===== config.mk =====
export PLATFORM = sky130hd
export DESIGN_NAME = svp_stepper_timing
export DESIGN_NICKNAME = d
export VERILOG_FILES = /design/src/verilog/svp_pkg.sv /design/src/verilog/svp_interval_timer.sv /design/src/verilog/svp_speed_lookup.sv /design/src/verilog/svp_stepper_timing.sv
export SDC_FILE = /design/constraint.sdc
export NUM_CORES = 1
export LEC_CHECK = 0
export ABC_AREA = 0
export BUFFER_PORTS_ARGS = -buffer_cell sky130_fd_sc_hd__buf_2
export CORE_MARGIN = 4
export CORE_UTILIZATION = 61
export DETAILED_ROUTE_END_ITERATION = 10
export PLACE_DENSITY = 0.8
export SYNTH_ARGS = -nofsm -noshare
export SYNTH_HDL_FRONTEND = slang
export SYNTH_HIERARCHICAL = 1
export SYNTH_SLANG_ARGS = --single-unit
export TNS_END_PERCENT = 1

===== constraint.sdc =====
create_clock -name ref_clk -period 8.6 [get_ports ref_clk]
set_clock_uncertainty 0.15 [all_clocks]
set_input_delay 1.29 -clock ref_clk [delete_from_list [all_inputs] [get_ports ref_clk]]
set_output_delay 1.29 -clock ref_clk [all_outputs]
set_load 0.1 [all_outputs]

===== src/verilog/svp_pkg.sv =====
// Shared constants, types and speed ladder for the stepper timing block
package svp_pkg;

  // ----------------------------------------------------------------
  // Timebase
  // ----------------------------------------------------------------
  localparam int REF_KHZ = 25000; // ref_clk rate
  localparam int OSC_KHZ = 4000; // Oscillator timebase, 4.0 MHz nominal
  localparam logic [14:0] OSC_INC = 15'(OSC_KHZ);
  localparam logic [14:0] OSC_MOD = 15'(REF_KHZ);

  // ----------------------------------------------------------------
  // Interval figures and derived tick counts
  // ----------------------------------------------------------------
  localparam int PWM_SLOW_HZ100 = 228; // 22.8 kHz in 100 Hz units
  localparam int PWM_FAST_HZ100 = 456; // 45.6 kHz in 100 Hz units
  localparam logic [8:0] PWM_SLOW_TICKS = 9'((OSC_KHZ * 10 + PWM_SLOW_HZ100 / 2) / PWM_SLOW_HZ100);
  localparam logic [8:0] PWM_FAST_TICKS = 9'((OSC_KHZ * 10 + PWM_FAST_HZ100 / 2) / PWM_FAST_HZ100);
  localparam int JIT_DEPTH_PCT = 10;
  localparam logic [5:0] PWM_SLOW_DEP = 6'(int'(PWM_SLOW_TICKS) * JIT_DEPTH_PCT / 100);
  localparam logic [5:0] PWM_FAST_DEP = 6'(int'(PWM_FAST_TICKS) * JIT_DEPTH_PCT / 100);
  localparam int SCAN_PERIOD_US = 1024;
  localparam int SCAN_ON_US = 128;
  localparam logic [12:0] SCAN_PERIOD_TICKS = 13'(SCAN_PERIOD_US * OSC_KHZ / 1000);
  localparam logic [12:0] SCAN_ON_TICKS = 13'(SCAN_ON_US * OSC_KHZ / 1000);
  localparam int STAB_MS = 32;
  localparam int STAB_TICKS = STAB_MS * OSC_KHZ;

  // ----------------------------------------------------------------
  // Register map
  // ----------------------------------------------------------------
  localparam logic [7:0] CTRL_OFS = 8'h00;
  localparam logic [7:0] STATUS_OFS = 8'h04;
  localparam logic [7:0] COUNT_OFS = 8'h08;
  localparam logic [7:0] RATE_OFS = 8'h0c;
  localparam int CTRL_W = 10;
  localparam int STATUS_W = 7;

  // ----------------------------------------------------------------
  // Types
  // ----------------------------------------------------------------
  typedef enum logic [1:0] {
    MODE_HALF = 2'h0,
    MODE_QUARTER = 2'h1,
    MODE_EIGHTH = 2'h2,
    MODE_SIXTEENTH = 2'h3
  } svp_mode_t;

  typedef enum logic [1:0] {
    GRP_A = 2'h0,
    GRP_B = 2'h1,
    GRP_C = 2'h2,
    GRP_D = 2'h3
  } svp_group_t;

  typedef enum logic [2:0] {
    CUR_HOLD = 3'b001,
    CUR_STAB = 3'b010,
    CUR_SETTLED = 3'b100
  } svp_cur_t;

  typedef struct packed {
    logic run_current;
    logic motion_run;
    logic pwm_jitter_enable;
    logic pwm_rate_select;
    logic [3:0] vmax_idx;
    svp_mode_t step_mode;
  } svp_ctrl_t;

  typedef struct packed {
    logic hw_addr_seen;
    logic switch_seen;
    logic group_cross;
    logic settled;
    logic busy;
    svp_group_t group;
  } svp_status_t;

  localparam svp_ctrl_t CTRL_RST = svp_ctrl_t'(10'h000);

  // ----------------------------------------------------------------
  // Speed ladder: full, half, quarter, eighth, sixteenth step rates
  // ----------------------------------------------------------------
  localparam logic [15:0] SPEED_LADDER [16][5] = '{
    '{16'h0063, 16'h00c5, 16'h018b, 16'h0316, 16'h062b},
    '{16'h0088, 16'h0111, 16'h0222, 16'h0443, 16'h0886},
    '{16'h00a7, 16'h014e, 16'h029c, 16'h0537, 16'h0a6e},
    '{16'h00c5, 16'h018b, 16'h0316, 16'h062b, 16'h0c57},
    '{16'h00d5, 16'h01a9, 16'h0353, 16'h06a5, 16'h0d4b},
    '{16'h00e4, 16'h01c8, 16'h0390, 16'h071f, 16'h0e3f},
    '{16'h00f3, 16'h01e6, 16'h03cd, 16'h0799, 16'h0f33},
    '{16'h0111, 16'h0222, 16'h0443, 16'h0886, 16'h110c},
    '{16'h012f, 16'h025f, 16'h04bd, 16'h097a, 16'h12f4},
    '{16'h014e, 16'h029c, 16'h0537, 16'h0a6e, 16'h14dd},
    '{16'h016c, 16'h02d9, 16'h05b1, 16'h0b62, 16'h16c5},
    '{16'h018b, 16'h0316, 16'h062b, 16'h0c57, 16'h18ad},
    '{16'h01c8, 16'h0390, 16'h071f, 16'h0e3f, 16'h1c7e},
    '{16'h0222, 16'h0443, 16'h0886, 16'h110c, 16'h2218},
    '{16'h02d9, 16'h05b1, 16'h0b62, 16'h16c5, 16'h2d8a},
    '{16'h03cd, 16'h0799, 16'h0f33, 16'h1e66, 16'h3ccc}
  };
  localparam logic [3:0] GRP_B_FIRST = 4'h1;
  localparam logic [3:0] GRP_C_FIRST = 4'h7;
  localparam logic [3:0] GRP_D_FIRST = 4'hd;

  // Nearest whole tick count for one step at the given rate
  function automatic logic [15:0] ticks_of(logic [15:0] rate);
    return 16'((OSC_KHZ * 1000 + int'(rate) / 2) / int'(rate));
  endfunction

  // Compatibility group of a top-speed index
  function automatic svp_group_t group_of(logic [3:0] idx);
    if (idx < GRP_B_FIRST) begin
      return GRP_A;
    end else if (idx < GRP_C_FIRST) begin
      return GRP_B;
    end else if (idx < GRP_D_FIRST) begin
      return GRP_C;
    end
    return GRP_D;
  endfunction

endpackage


===== src/verilog/svp_interval_timer.sv =====
// Oscillator-tick interval counter with a live period input
`timescale 1ns/1ps
module svp_interval_timer #(
  parameter int W = 16
) (
  // Clock and reset
  input wire logic ref_clk,
  input wire logic sys_rst,
  // Control
  input wire logic tick,
  input wire logic enable,
  input wire logic [W-1:0] period,
  // Status
  output logic [W-1:0] count,
  output logic wrap
);

  logic [W-1:0] cnt_q;
  logic at_end;

  // A shorter period takes hold at once: the compare is >=, not ==
  assign at_end = (cnt_q >= W'(period - W'(1)));
  assign wrap = enable && tick && at_end;
  assign count = cnt_q;

  // Count oscillator ticks, restart on wrap or when disabled
  always_ff @(posedge ref_clk) begin
    if (sys_rst || !enable) begin
      cnt_q <= '0;
    end else if (tick) begin
      cnt_q <= at_end ? '0 : W'(cnt_q + W'(1));
    end
  end

endmodule


===== src/verilog/svp_speed_lookup.sv =====
// Top-speed index and step resolution decode to rate, period and group
`timescale 1ns/1ps
module svp_speed_lookup (
  // Selection
  input wire logic [3:0] vmax_idx,
  input wire svp_pkg::svp_mode_t step_mode,
  // Decoded speed
  output logic [15:0] step_ticks,
  output logic [15:0] step_rate,
  output logic [15:0] full_rate,
  output svp_pkg::svp_group_t group
);

  logic [15:0] tick_tab [16][4];
  logic [2:0] col;

  // Step periods fold to constants: each rate has its own rounded count
  for (genvar i = 0; i < 16; i++) begin : g_idx
    for (genvar j = 0; j < 4; j++) begin : g_mode
      assign tick_tab[i][j] = svp_pkg::ticks_of(svp_pkg::SPEED_LADDER[i][j+1]);
    end
  end

  // Column zero holds the full-step rate
  assign col = {1'b0, step_mode} + 3'h1;
  assign step_ticks = tick_tab[vmax_idx][step_mode];
  assign step_rate = svp_pkg::SPEED_LADDER[vmax_idx][col];
  assign full_rate = svp_pkg::SPEED_LADDER[vmax_idx][0];
  assign group = svp_pkg::group_of(vmax_idx);

endmodule


===== src/verilog/svp_stepper_timing.sv =====
// Step rate, coil PWM, input scan and current settle timing with AHB-Lite registers
//
// The AHB-Lite interface to the registers and the placing of the registers are this design's own decisions.
`timescale 1ns/1ps

module svp_stepper_timing #(
  parameter int STAB_TICKS = svp_pkg::STAB_TICKS
) (
  // Clock and reset
  input wire logic ref_clk,
  input wire logic sys_rst,
  // AHB-Lite slave
  input wire logic hsel,
  input wire logic [31:0] haddr,
  input wire logic [1:0] htrans,
  input wire logic hwrite,
  input wire logic [2:0] hsize,
  input wire logic [31:0] hwdata,
  input wire logic hready,
  output logic [31:0] hrdata,
  output logic hreadyout,
  output logic hresp,
  // Sampled field inputs
  input wire logic motion_switch_input,
  input wire logic hardwired_address_input,
  // Timing outputs
  output logic step_pulse,
  output logic scan_pulse,
  output logic coil_outputs_pwm
);

  // ----------------------------------------------------------------
  // Declarations
  // ----------------------------------------------------------------
  logic [14:0] osc_acc_q;
  logic [14:0] osc_sum;
  logic osc_tick_q;
  logic dp_valid_q;
  logic dp_write_q;
  logic dp_word_q;
  logic [7:0] dp_addr_q;
  logic rd_wait_q;
  logic [31:0] hrdata_q;
  logic addr_ok;
  logic wr_ctrl;
  logic wr_stat;
  svp_pkg::svp_ctrl_t ctrl_q;
  svp_pkg::svp_ctrl_t ctrl_new;
  svp_pkg::svp_status_t status;
  svp_pkg::svp_status_t stat_new;
  svp_pkg::svp_group_t cur_group;
  logic [15:0] step_ticks;
  logic [15:0] step_rate;
  logic [15:0] full_rate;
  logic cross_evt;
  logic grp_cross_q;
  logic [15:0] step_cnt;
  logic step_wrap;
  logic step_pulse_q;
  logic [31:0] step_total_q;
  svp_pkg::svp_cur_t cur_q;
  logic [16:0] stab_cnt_q;
  logic [8:0] pwm_base;
  logic [5:0] pwm_dep;
  logic signed [6:0] jit_q;
  logic jit_up_q;
  logic [8:0] pwm_period;
  logic [8:0] pwm_cnt;
  logic pwm_wrap;
  logic coil_pwm_q;
  logic [12:0] scan_cnt;
  logic scan_pulse_q;
  logic switch_seen_q;
  logic hw_addr_seen_q;

  // ----------------------------------------------------------------
  // Oscillator timebase
  // ----------------------------------------------------------------
  // Fractional divider: 4 ticks per 25 ref cycles, spacing 6 or 7
  assign osc_sum = 15'(osc_acc_q + svp_pkg::OSC_INC);

  always_ff @(posedge ref_clk) begin
    if (sys_rst) begin
      osc_acc_q <= '0;
      osc_tick_q <= 1'b0;
    end else if (osc_sum >= svp_pkg::OSC_MOD) begin
      osc_acc_q <= 15'(osc_sum - svp_pkg::OSC_MOD);
      osc_tick_q <= 1'b1;
    end else begin
      osc_acc_q <= osc_sum;
      osc_tick_q <= 1'b0;
    end
  end

  // ----------------------------------------------------------------
  // AHB-Lite slave
  // ----------------------------------------------------------------
  assign addr_ok = hsel && htrans[1] && hready;
  // Reads take one wait state so they see any write just before them
  assign hreadyout = !rd_wait_q;
  assign hresp = 1'b0;
  assign hrdata = hrdata_q;
  assign wr_ctrl = dp_valid_q && dp_write_q && dp_word_q && (dp_addr_q == svp_pkg::CTRL_OFS);
  assign wr_stat = dp_valid_q && dp_write_q && dp_word_q && (dp_addr_q == svp_pkg::STATUS_OFS);

  // Address phase capture
  always_ff @(posedge ref_clk) begin
    if (sys_rst) begin
      dp_valid_q <= 1'b0;
      dp_write_q <= 1'b0;
      dp_word_q <= 1'b0;
      dp_addr_q <= '0;
    end else if (hready) begin
      dp_valid_q <= addr_ok;
      dp_write_q <= hwrite;
      dp_word_q <= (hsize == 3'h2);
      dp_addr_q <= haddr[7:0];
    end
  end

  // Read wait state
  always_ff @(posedge ref_clk) begin
    if (sys_rst) begin
      rd_wait_q <= 1'b0;
    end else begin
      rd_wait_q <= addr_ok && !hwrite;
    end
  end

  // Read data; unmapped offsets read zero
  always_ff @(posedge ref_clk) begin
    if (sys_rst) begin
      hrdata_q <= '0;
    end else if (rd_wait_q) begin
      case (dp_addr_q)
        svp_pkg::CTRL_OFS: hrdata_q <= 32'(ctrl_q);
        svp_pkg::STATUS_OFS: hrdata_q <= 32'(status);
        svp_pkg::COUNT_OFS: hrdata_q <= step_total_q;
        svp_pkg::RATE_OFS: hrdata_q <= {full_rate, step_rate};
        default: hrdata_q <= '0;
      endcase
    end
  end

  // ----------------------------------------------------------------
  // Control and status
  // ----------------------------------------------------------------
  assign ctrl_new = svp_pkg::svp_ctrl_t'(hwdata[svp_pkg::CTRL_W-1:0]);
  // Status write data viewed through the field layout, for the clear bit
  assign stat_new = svp_pkg::svp_status_t'(hwdata[svp_pkg::STATUS_W-1:0]);

  // Control register; a speed write takes effect mid-motion
  always_ff @(posedge ref_clk) begin
    if (sys_rst) begin
      ctrl_q <= svp_pkg::CTRL_RST;
    end else if (wr_ctrl) begin
      ctrl_q <= ctrl_new;
    end
  end

  svp_speed_lookup u_speed (
    .vmax_idx(ctrl_q.vmax_idx),
    .step_mode(ctrl_q.step_mode),
    .step_ticks(step_ticks),
    .step_rate(step_rate),
    .full_rate(full_rate),
    .group(cur_group)
  );

  // Crossing groups while running is flagged, since steps may be lost
  assign cross_evt = wr_ctrl && ctrl_q.motion_run && ctrl_new.motion_run &&
    (svp_pkg::group_of(ctrl_new.vmax_idx) != cur_group);

  // Sticky flag, write one to clear; a new event beats the clear
  always_ff @(posedge ref_clk) begin
    if (sys_rst) begin
      grp_cross_q <= 1'b0;
    end else if (cross_evt) begin
      grp_cross_q <= 1'b1;
    end else if (wr_stat && stat_new.group_cross) begin
      grp_cross_q <= 1'b0;
    end
  end

  assign status = '{
    hw_addr_seen: hw_addr_seen_q,
    switch_seen: switch_seen_q,
    group_cross: grp_cross_q,
    settled: (cur_q == svp_pkg::CUR_SETTLED),
    busy: ctrl_q.motion_run,
    group: cur_group
  };

  // ----------------------------------------------------------------
  // Step generator
  // ----------------------------------------------------------------
  svp_interval_timer #(
    .W(16)
  ) u_step_tmr (
    .ref_clk(ref_clk),
    .sys_rst(sys_rst),
    .tick(osc_tick_q),
    .enable(ctrl_q.motion_run),
    .period(step_ticks),
    .count(step_cnt),
    .wrap(step_wrap)
  );

  // One pulse per step period; totals wrap silently at 2^32
  always_ff @(posedge ref_clk) begin
    if (sys_rst) begin
      step_pulse_q <= 1'b0;
      step_total_q <= '0;
    end else begin
      step_pulse_q <= step_wrap;
      if (step_wrap) begin
        step_total_q <= 32'(step_total_q + 32'h1);
      end
    end
  end

  assign step_pulse = step_pulse_q;

  // ----------------------------------------------------------------
  // Run current stabilisation
  // ----------------------------------------------------------------
  always_ff @(posedge ref_clk) begin
    if (sys_rst) begin
      cur_q <= svp_pkg::CUR_HOLD;
      stab_cnt_q <= '0;
    end else begin
      case (cur_q)
        svp_pkg::CUR_HOLD: begin
          stab_cnt_q <= '0;
          if (ctrl_q.run_current) begin
            cur_q <= svp_pkg::CUR_STAB;
          end
        end
        svp_pkg::CUR_STAB: begin
          if (!ctrl_q.run_current) begin
            cur_q <= svp_pkg::CUR_HOLD;
          end else if (osc_tick_q) begin
            if (stab_cnt_q == 17'(STAB_TICKS - 1)) begin
              cur_q <= svp_pkg::CUR_SETTLED;
            end else begin
              stab_cnt_q <= 17'(stab_cnt_q + 17'h1);
            end
          end
        end
        svp_pkg::CUR_SETTLED: begin
          if (!ctrl_q.run_current) begin
            cur_q <= svp_pkg::CUR_HOLD;
          end
        end
        default: cur_q <= svp_pkg::CUR_HOLD;
      endcase
    end
  end

  // ----------------------------------------------------------------
  // Coil PWM carrier
  // ----------------------------------------------------------------
  assign pwm_base = ctrl_q.pwm_rate_select ? svp_pkg::PWM_FAST_TICKS : svp_pkg::PWM_SLOW_TICKS;
  assign pwm_dep = ctrl_q.pwm_rate_select ? svp_pkg::PWM_FAST_DEP : svp_pkg::PWM_SLOW_DEP;
  // Offset is masked off at once when jitter is disabled
  assign pwm_period = ctrl_q.pwm_jitter_enable ? 9'(pwm_base + 9'(unsigned'(9'(jit_q)))) : pwm_base;

  // Triangle sweep of the period offset, one step per PWM period
  always_ff @(posedge ref_clk) begin
    if (sys_rst) begin
      jit_q <= '0;
      jit_up_q <= 1'b1;
    end else if (!ctrl_q.pwm_jitter_enable) begin
      jit_q <= '0;
      jit_up_q <= 1'b1;
    end else if (pwm_wrap) begin
      if (jit_up_q && (jit_q >= $signed({1'b0, pwm_dep}))) begin
        jit_up_q <= 1'b0;
        jit_q <= 7'(jit_q - 7'sd1);
      end else if (!jit_up_q && (jit_q <= -$signed({1'b0, pwm_dep}))) begin
        jit_up_q <= 1'b1;
        jit_q <= 7'(jit_q + 7'sd1);
      end else begin
        jit_q <= jit_up_q ? 7'(jit_q + 7'sd1) : 7'(jit_q - 7'sd1);
      end
    end
  end

  svp_interval_timer #(
    .W(9)
  ) u_pwm_tmr (
    .ref_clk(ref_clk),
    .sys_rst(sys_rst),
    .tick(osc_tick_q),
    .enable(1'b1),
    .period(pwm_period),
    .count(pwm_cnt),
    .wrap(pwm_wrap)
  );

  // Half-period high carrier
  always_ff @(posedge ref_clk) begin
    if (sys_rst) begin
      coil_pwm_q <= 1'b0;
    end else begin
      coil_pwm_q <= (pwm_cnt < (pwm_period >> 1));
    end
  end

  assign coil_outputs_pwm = coil_pwm_q;

  // ----------------------------------------------------------------
  // Input scan
  // ----------------------------------------------------------------
  svp_interval_timer #(
    .W(13)
  ) u_scan_tmr (
    .ref_clk(ref_clk),
    .sys_rst(sys_rst),
    .tick(osc_tick_q),
    .enable(1'b1),
    .period(svp_pkg::SCAN_PERIOD_TICKS),
    .count(scan_cnt),
    .wrap()
  );

  // Inputs are caught at the last tick of each pulse, once settled
  always_ff @(posedge ref_clk) begin
    if (sys_rst) begin
      scan_pulse_q <= 1'b0;
      switch_seen_q <= 1'b0;
      hw_addr_seen_q <= 1'b0;
    end else begin
      scan_pulse_q <= (scan_cnt < svp_pkg::SCAN_ON_TICKS);
      if (osc_tick_q && (scan_cnt == 13'(svp_pkg::SCAN_ON_TICKS - 13'h1))) begin
        switch_seen_q <= motion_switch_input;
        hw_addr_seen_q <= hardwired_address_input;
      end
    end
  end

  assign scan_pulse = scan_pulse_q;
endmodule


== Yosys cells after proc, flatten, opt, wreduce, memory -nomap -nowiden ==
Memory sizes are Yosys's and may differ from the RTL's.
Index checks and enable logic that the tools add are counted.
Cells by class
  $add $sub $neg: 14
  magnitude comparators: 17
  equal/unequal tests: 17
  muxes and demuxes: 50
  bitwise logic cells: 4
  reduce and logical (&&, ||, !) cells: 30
Operators with widths (number)
  2-to-1 mux 80 bit: 2
  2-to-1 mux 64 bit: 2
  one-hot mux 32 bit (4 select lines): 1
  2-to-1 mux 16 bit: 5
  2-to-1 mux 17 bit: 3
  binary-select mux 16 bit (select 3 bit): 1
  one-hot mux 17 bit (2 select lines): 1
  adder 32 x 1 -> 32 bit (second input constant): 1
  binary-select mux 16 bit (select 2 bit): 1
  2-to-1 mux 7 bit: 3
  2-to-1 mux 9 bit: 2
  adder 17 x 1 -> 17 bit (second input constant): 1
  equality test 17 bit (second input constant): 1
  logical AND 1 bit: 17
  adder 16 x 1 -> 16 bit (second input constant): 1
  equality test 8 x 4 -> 1 bit (second input constant): 2
  >= comparator 16 bit: 1
  2-to-1 mux 2 bit: 8
  subtractor 16 x 1 -> 16 bit (second input constant): 1
  adder 15 x 12 -> 15 bit (second input constant): 1
  >= comparator 15 bit (second input constant): 1
  2-to-1 mux 15 bit: 1
  2-to-1 mux 3 bit: 5
  subtractor 15 bit (second input constant): 1
  44 further kinds: 69
Storage, ports and cells
  flip-flop bits (word level): 174
  ROM bits: 2304
  output and inout port bits: 37
  word-level logic and storage cells: 162
  memories kept: 2
Memories
  (name not given): depth 16, bits a word 80, read ports 1, clocked after memory_dff 0, wr ports 0, line svp_speed_lookup.sv:27  | assign step_rate = svp_pkg::SPEED_LADDER[vmax_idx][col];
  (name not given): depth 16, bits a word 64, read ports 1, clocked after memory_dff 0, wr ports 0, line svp_speed_lookup.sv:26  | assign step_ticks = tick_tab[vmax_idx][step_mode];

== Depth between registers and ports, before layout ==
  depth after elaboration: 10
  gate-level depth with buffers: 30
  gate-level depth less buffers: 25

== Hierarchy ==
The synthesis kept the hierarchy.
By module, submodules not included
  svp_stepper_timing: times used 1, cells each 833, area an instance 7125.6 um^2, sequential area each 2662.6 um^2
  svp_speed_lookup: times used 1, cells each 311, area an instance 2030.7 um^2, sequential area each 0.0 um^2
  svp_interval_timer at u_step_tmr: times used 1, cells each 162, area an instance 1446.4 um^2, sequential area each 320.3 um^2
  svp_interval_timer at u_scan_tmr: times used 1, cells each 133, area an instance 1077.3 um^2, sequential area each 260.2 um^2
  svp_interval_timer at u_pwm_tmr: times used 1, cells each 94, area an instance 839.6 um^2, sequential area each 180.2 um^2

== Least setup slack after synthesis ==
No wires, ideal clock.
  path type: flip-flop to flip-flop
  from: reg ctrl_q[2] in the netlist's numbering
  to: reg step_total_q[19]
  library setup time: 0.070 ns
  data arrival time: 5.813 ns
  slack: 2.567 ns
  cell stages (with the launch flop): 27
  clock period less this slack: 6.033 ns
  cell sequence: dfxtp_1 -> buf_2 -> inv_1 -> ha_1 -> buf_6 -> mux4_2 -> mux2_2 -> nor2_1 -> a21oi_1 -> or4_4 -> nor3_2 -> and2b_1 -> nand2_1 -> xor2_1 -> ha_1 -> nand4_1 -> nor3_2 -> nand2_1 -> a31oi_4 -> and2_2 -> buf_2 -> nand4_1 -> or4_1 -> buf_2 -> or2_0 -> or3_1 -> a21oi_1
On the way
  word-level cells in the longest chain between the ends: 10
Ends and longest elaborated chain
  start: declaration: line svp_stepper_timing.sv:47  | svp_pkg::svp_ctrl_t ctrl_q;
  start signal: assignment: line svp_stepper_timing.sv:155  | ctrl_q <= svp_pkg::CTRL_RST;
  start signal: assignment: line svp_stepper_timing.sv:157  | ctrl_q <= ctrl_new;
  inverter 4 -> 5 bit (not written as such): line svp_speed_lookup.sv:26
  memory (16 x 64 bit)
  2-to-1 mux 64 bit (not written as such) (2 in a row): line svp_speed_lookup.sv:26
  binary-select mux 16 bit (select 2 bit): line svp_speed_lookup.sv:26
  2-to-1 mux 16 bit (not written as such) (2 in a row): line svp_speed_lookup.sv:26
  net step_ticks[7]: line svp_stepper_timing.sv:52  | logic [15:0] step_ticks;
  subtractor 16 x 1 -> 16 bit: line svp_interval_timer.sv:22  | assign at_end = (cnt_q >= W'(period - W'(1)));
  >= comparator 16 bit: line svp_interval_timer.sv:22
  logical AND 1 bit: line svp_interval_timer.sv:23  | assign wrap = enable && tick && at_end;
  net step_wrap: line svp_stepper_timing.sv:58  | logic step_wrap;
  end signal: assignment: line svp_stepper_timing.sv:217  | step_total_q <= 32'(step_total_q + 32'h1);
  end: declaration: line svp_stepper_timing.sv:60  | logic [31:0] step_total_q;
The timed path passes the listed nets, and every way through them passes these cells. The select of a mux whose other input is x is not followed.
A chain may end at the register's enable or synchronous reset.

== Worst setup path after layout ==
  from: reg ctrl_q[3] in the netlist's numbering
  to: reg step_total_q[30]
Same word-level chain as after synthesis.

==> flow_summary.yaml <==
grt:
  grt_pass1_vias: 10500
  grt_usage_pct: 26.8
  overflow: 0
  grt_max_degree: 70
  grt_pass1_wl_mm: 50.4
  antenna_found_initial: 0
worst_setup_path:
  critPathCapture: "step_total_q[30]$_SDFFE_PP0P_"
  critPathRequiredTime_ns: 8.80
  reg2reg_depth: 24
  path_delay_family: "simple AND/OR/NAND/NOR gates"
  cp_slowest_cell: "nor4_2"
  worstSetupStartpointType: "flip-flop"
  worstSetupPathType: "flip-flop to flip-flop"
  timing.rr.start: "ctrl_q[3]$_SDFFE_PP0P_"
  critPathBufInv: 2
  path_max_fanout: 17
  slowest_delay_ns: 0.68
  end_kind: "flip-flop"
  r2r_slack_ns: 1.37
  cp_cell_sequence: "buf_4, inv_1, ha_1, and2_1, or3_1, o31ai_2, mux2i_2, a21oi_1, or4_4, nor3_2, and2b_1, nand2_1, xor2_1, ha_1, nand4_1, nor3_2, nand2_1, a31oi_4, and2_2, nand3_1, nor4_2, nand4_1, or3_1, a21oi_1"
  r2r_end: "step_total_q[30]$_SDFFE_PP0P_"
  arrival_ns: 7.44
  cp.depth: 24
  startpoint: "ctrl_q[3]$_SDFFE_PP0P_"
die:
  die_w_microns: 151
  start_util_pct: 62.0
  core_sq_mm: 0.0202
  io_pins: 113
  row_count: 52
  chipHeight_microns: 151
  die_area_sq_mm: 0.0229
clock_tree:
  cts.clk_slew.worst_paths_ns: 0.07
  cts_tree: "built"
  cts_setup_buffers: 0
  cts_made_buffers: 17
  cts_resized: 0
  clk_latency_ns: 0.44
  cts_hold_buf: 0
  clockBufferDepth: 2
  htreeDepth: 4
  root_buffer: "clkbuf_16"
  cts.sinks: 171
cells_and_area:
  layout_common_cells: "181 x nor2_1, 169 x dfxtp_1, 103 x a21oi_1"
  utilization_pct: 67.5
  drive_gt1_share_pct: 11.9
  area_delta_synth_final_pct: 8.84
  layout_commonest_cell: "nor2_1"
  fillCellCount: 1711
  final_nets: 1751
  antenna_cells: 0
  stdcell_count: 1872
power_and_ir_drop:
  power_mw: 1.86
  irDropWorstVdd_mv: 0.133
  power_density_mw_per_mm2: 137
  p_leak_nw: 5.29
sta:
  tightestPinTransition_ns: 1.15
  max_freq_mhz: 138
  slew-limit-headroom_pct: 22.7
  hold_ws_ns: 0.325
  final.setup.tns_ns: 0
  rsz0062_at_grt: "false"
  fin_crit_sh_pct: 84.1
  slew_violations: 0
  hold_violations: 0
  fin_crit_ns: 7.23
  setup_viol: 0
min_path:
  min_from: "rd_wait_q$_SDFF_PP0_"
  hold_path_class: "flip-flop to flip-flop"
route:
  firstDrtPassIters: 6
  avgRoutedWirePerCell_microns: 16.2
  vias: 11300
  via_per_inst: 6.05
  ant_nets: 0
  drt-initial-drc-count: 1000
  wl_mm: 30.3
  drcViolationCount: 0
placed_design:
  port_buffers: 64
  dpl.hpwl_mm: 21.7
  placed_cells: 1840
  globalplace.congestion: 0.952
logic_synthesis:
  yosysWarnings: 6
  syn_avg_cell_area_sq_um: 8.17
  syn_inst: 1531
  synth.cell_area_sq_mm: 0.0125
flow_run:
  maxCapViolations: 0
outcome:
  status: "completed"
==> flip-flops by register name, summed over array words and instances, names as in the netlist <==
signal / cells
scan_pulse: 1
coil_outputs_pwm: 1
jit_up_q: 1
osc_acc_q: 12
hrdata: 32
rd_wait_q: 1
osc_tick_q: 1
u_step_tmr/count: 16
cur_q: 3
dp_write_q: 1
hw_addr_seen_q: 1
dp_word_q: 1
jit_q: 7
grp_cross_q: 1
ctrl_q: 10
u_pwm_tmr/count: 9
step_total_q: 32
switch_seen_q: 1
dp_addr_q: 8
step_pulse: 1
u_scan_tmr/count: 13
stab_cnt_q: 17
dp_valid_q: 1
==> area by class of cell <==
type	instances	area, sq um	area share [%]
clock buffers	18	439	3.23
clock inverters	14	173	1.27
inverters	66	250	1.84
multi-input cells	1258	8580	63.0
flip-flops and latches	171	3430	25.2
well taps	270	338	2.48
repair buffers	75	405	2.98
==> through the flow <==
stage	instance area, sq um	setup WS (ns)
2_1_floorplan	12700	2.57
3_3_place_gp	13000	1.62
3_5_place_dp	13000	1.49
4_1_cts	13600	1.45
5_1_grt	13600	0.754
6_report	13600	1.37
==> worst min-delay path by stage <==
stage,to,slack [ns],cells past startpoint
3_5_place_dp,hrdata[2]$_SDFFE_PP0P_,0.31,2
3_3_place_gp,hrdata[2]$_SDFFE_PP0P_,0.31,2
5_1_grt,hrdata[2]$_SDFFE_PP0P_,0.35,2
6_report,hrdata[2]$_SDFFE_PP0P_,0.33,2
2_1_floorplan,ctrl_q[5]$_SDFFE_PP0P_,0.29,2
4_1_cts,hrdata[2]$_SDFFE_PP0P_,0.32,2
==> worst register-to-register path, stage by stage (launching register included) <==
cell and delay [ns]:
dfxtp_1 0.31, buf_4 0.24, inv_1 0.21, ha_1 0.54
and2_1 0.39, or3_1 0.18, o31ai_2 0.10, mux2i_2 0.18
a21oi_1 0.16, or4_4 0.58, nor3_2 0.17, and2b_1 0.17
nand2_1 0.06, xor2_1 0.15, ha_1 0.29, nand4_1 0.16
nor3_2 0.31, nand2_1 0.16, a31oi_4 0.55, and2_2 0.36
nand3_1 0.14, nor4_2 0.68, nand4_1 0.37, or3_1 0.40
a21oi_1 0.14
==> routing by layer <==
| metal | wire length, microns | vias up | GRT usage, % |
|---|---|---|---|
| met5 | 0 | - | 0 |
| met4 | 604 | 0 | 8.02 |
| met3 | 1960 | 51 | 4.37 |
| met2 | 13700 | 391 | 42.3 |
| met1 | 14000 | 5308 | 37.6 |
| li1 | - | 5573 | - |
==> report_power, final <==
part	leakage [nW]	total, mW	switching, mW	internal [mW]
clock network	0.299	0.806	0.358	0.448
registers	1.38	0.845	0.0342	0.810
logic	3.61	0.210	0.124	0.0857
Note: power is estimated with default switching activity, not from simulation.
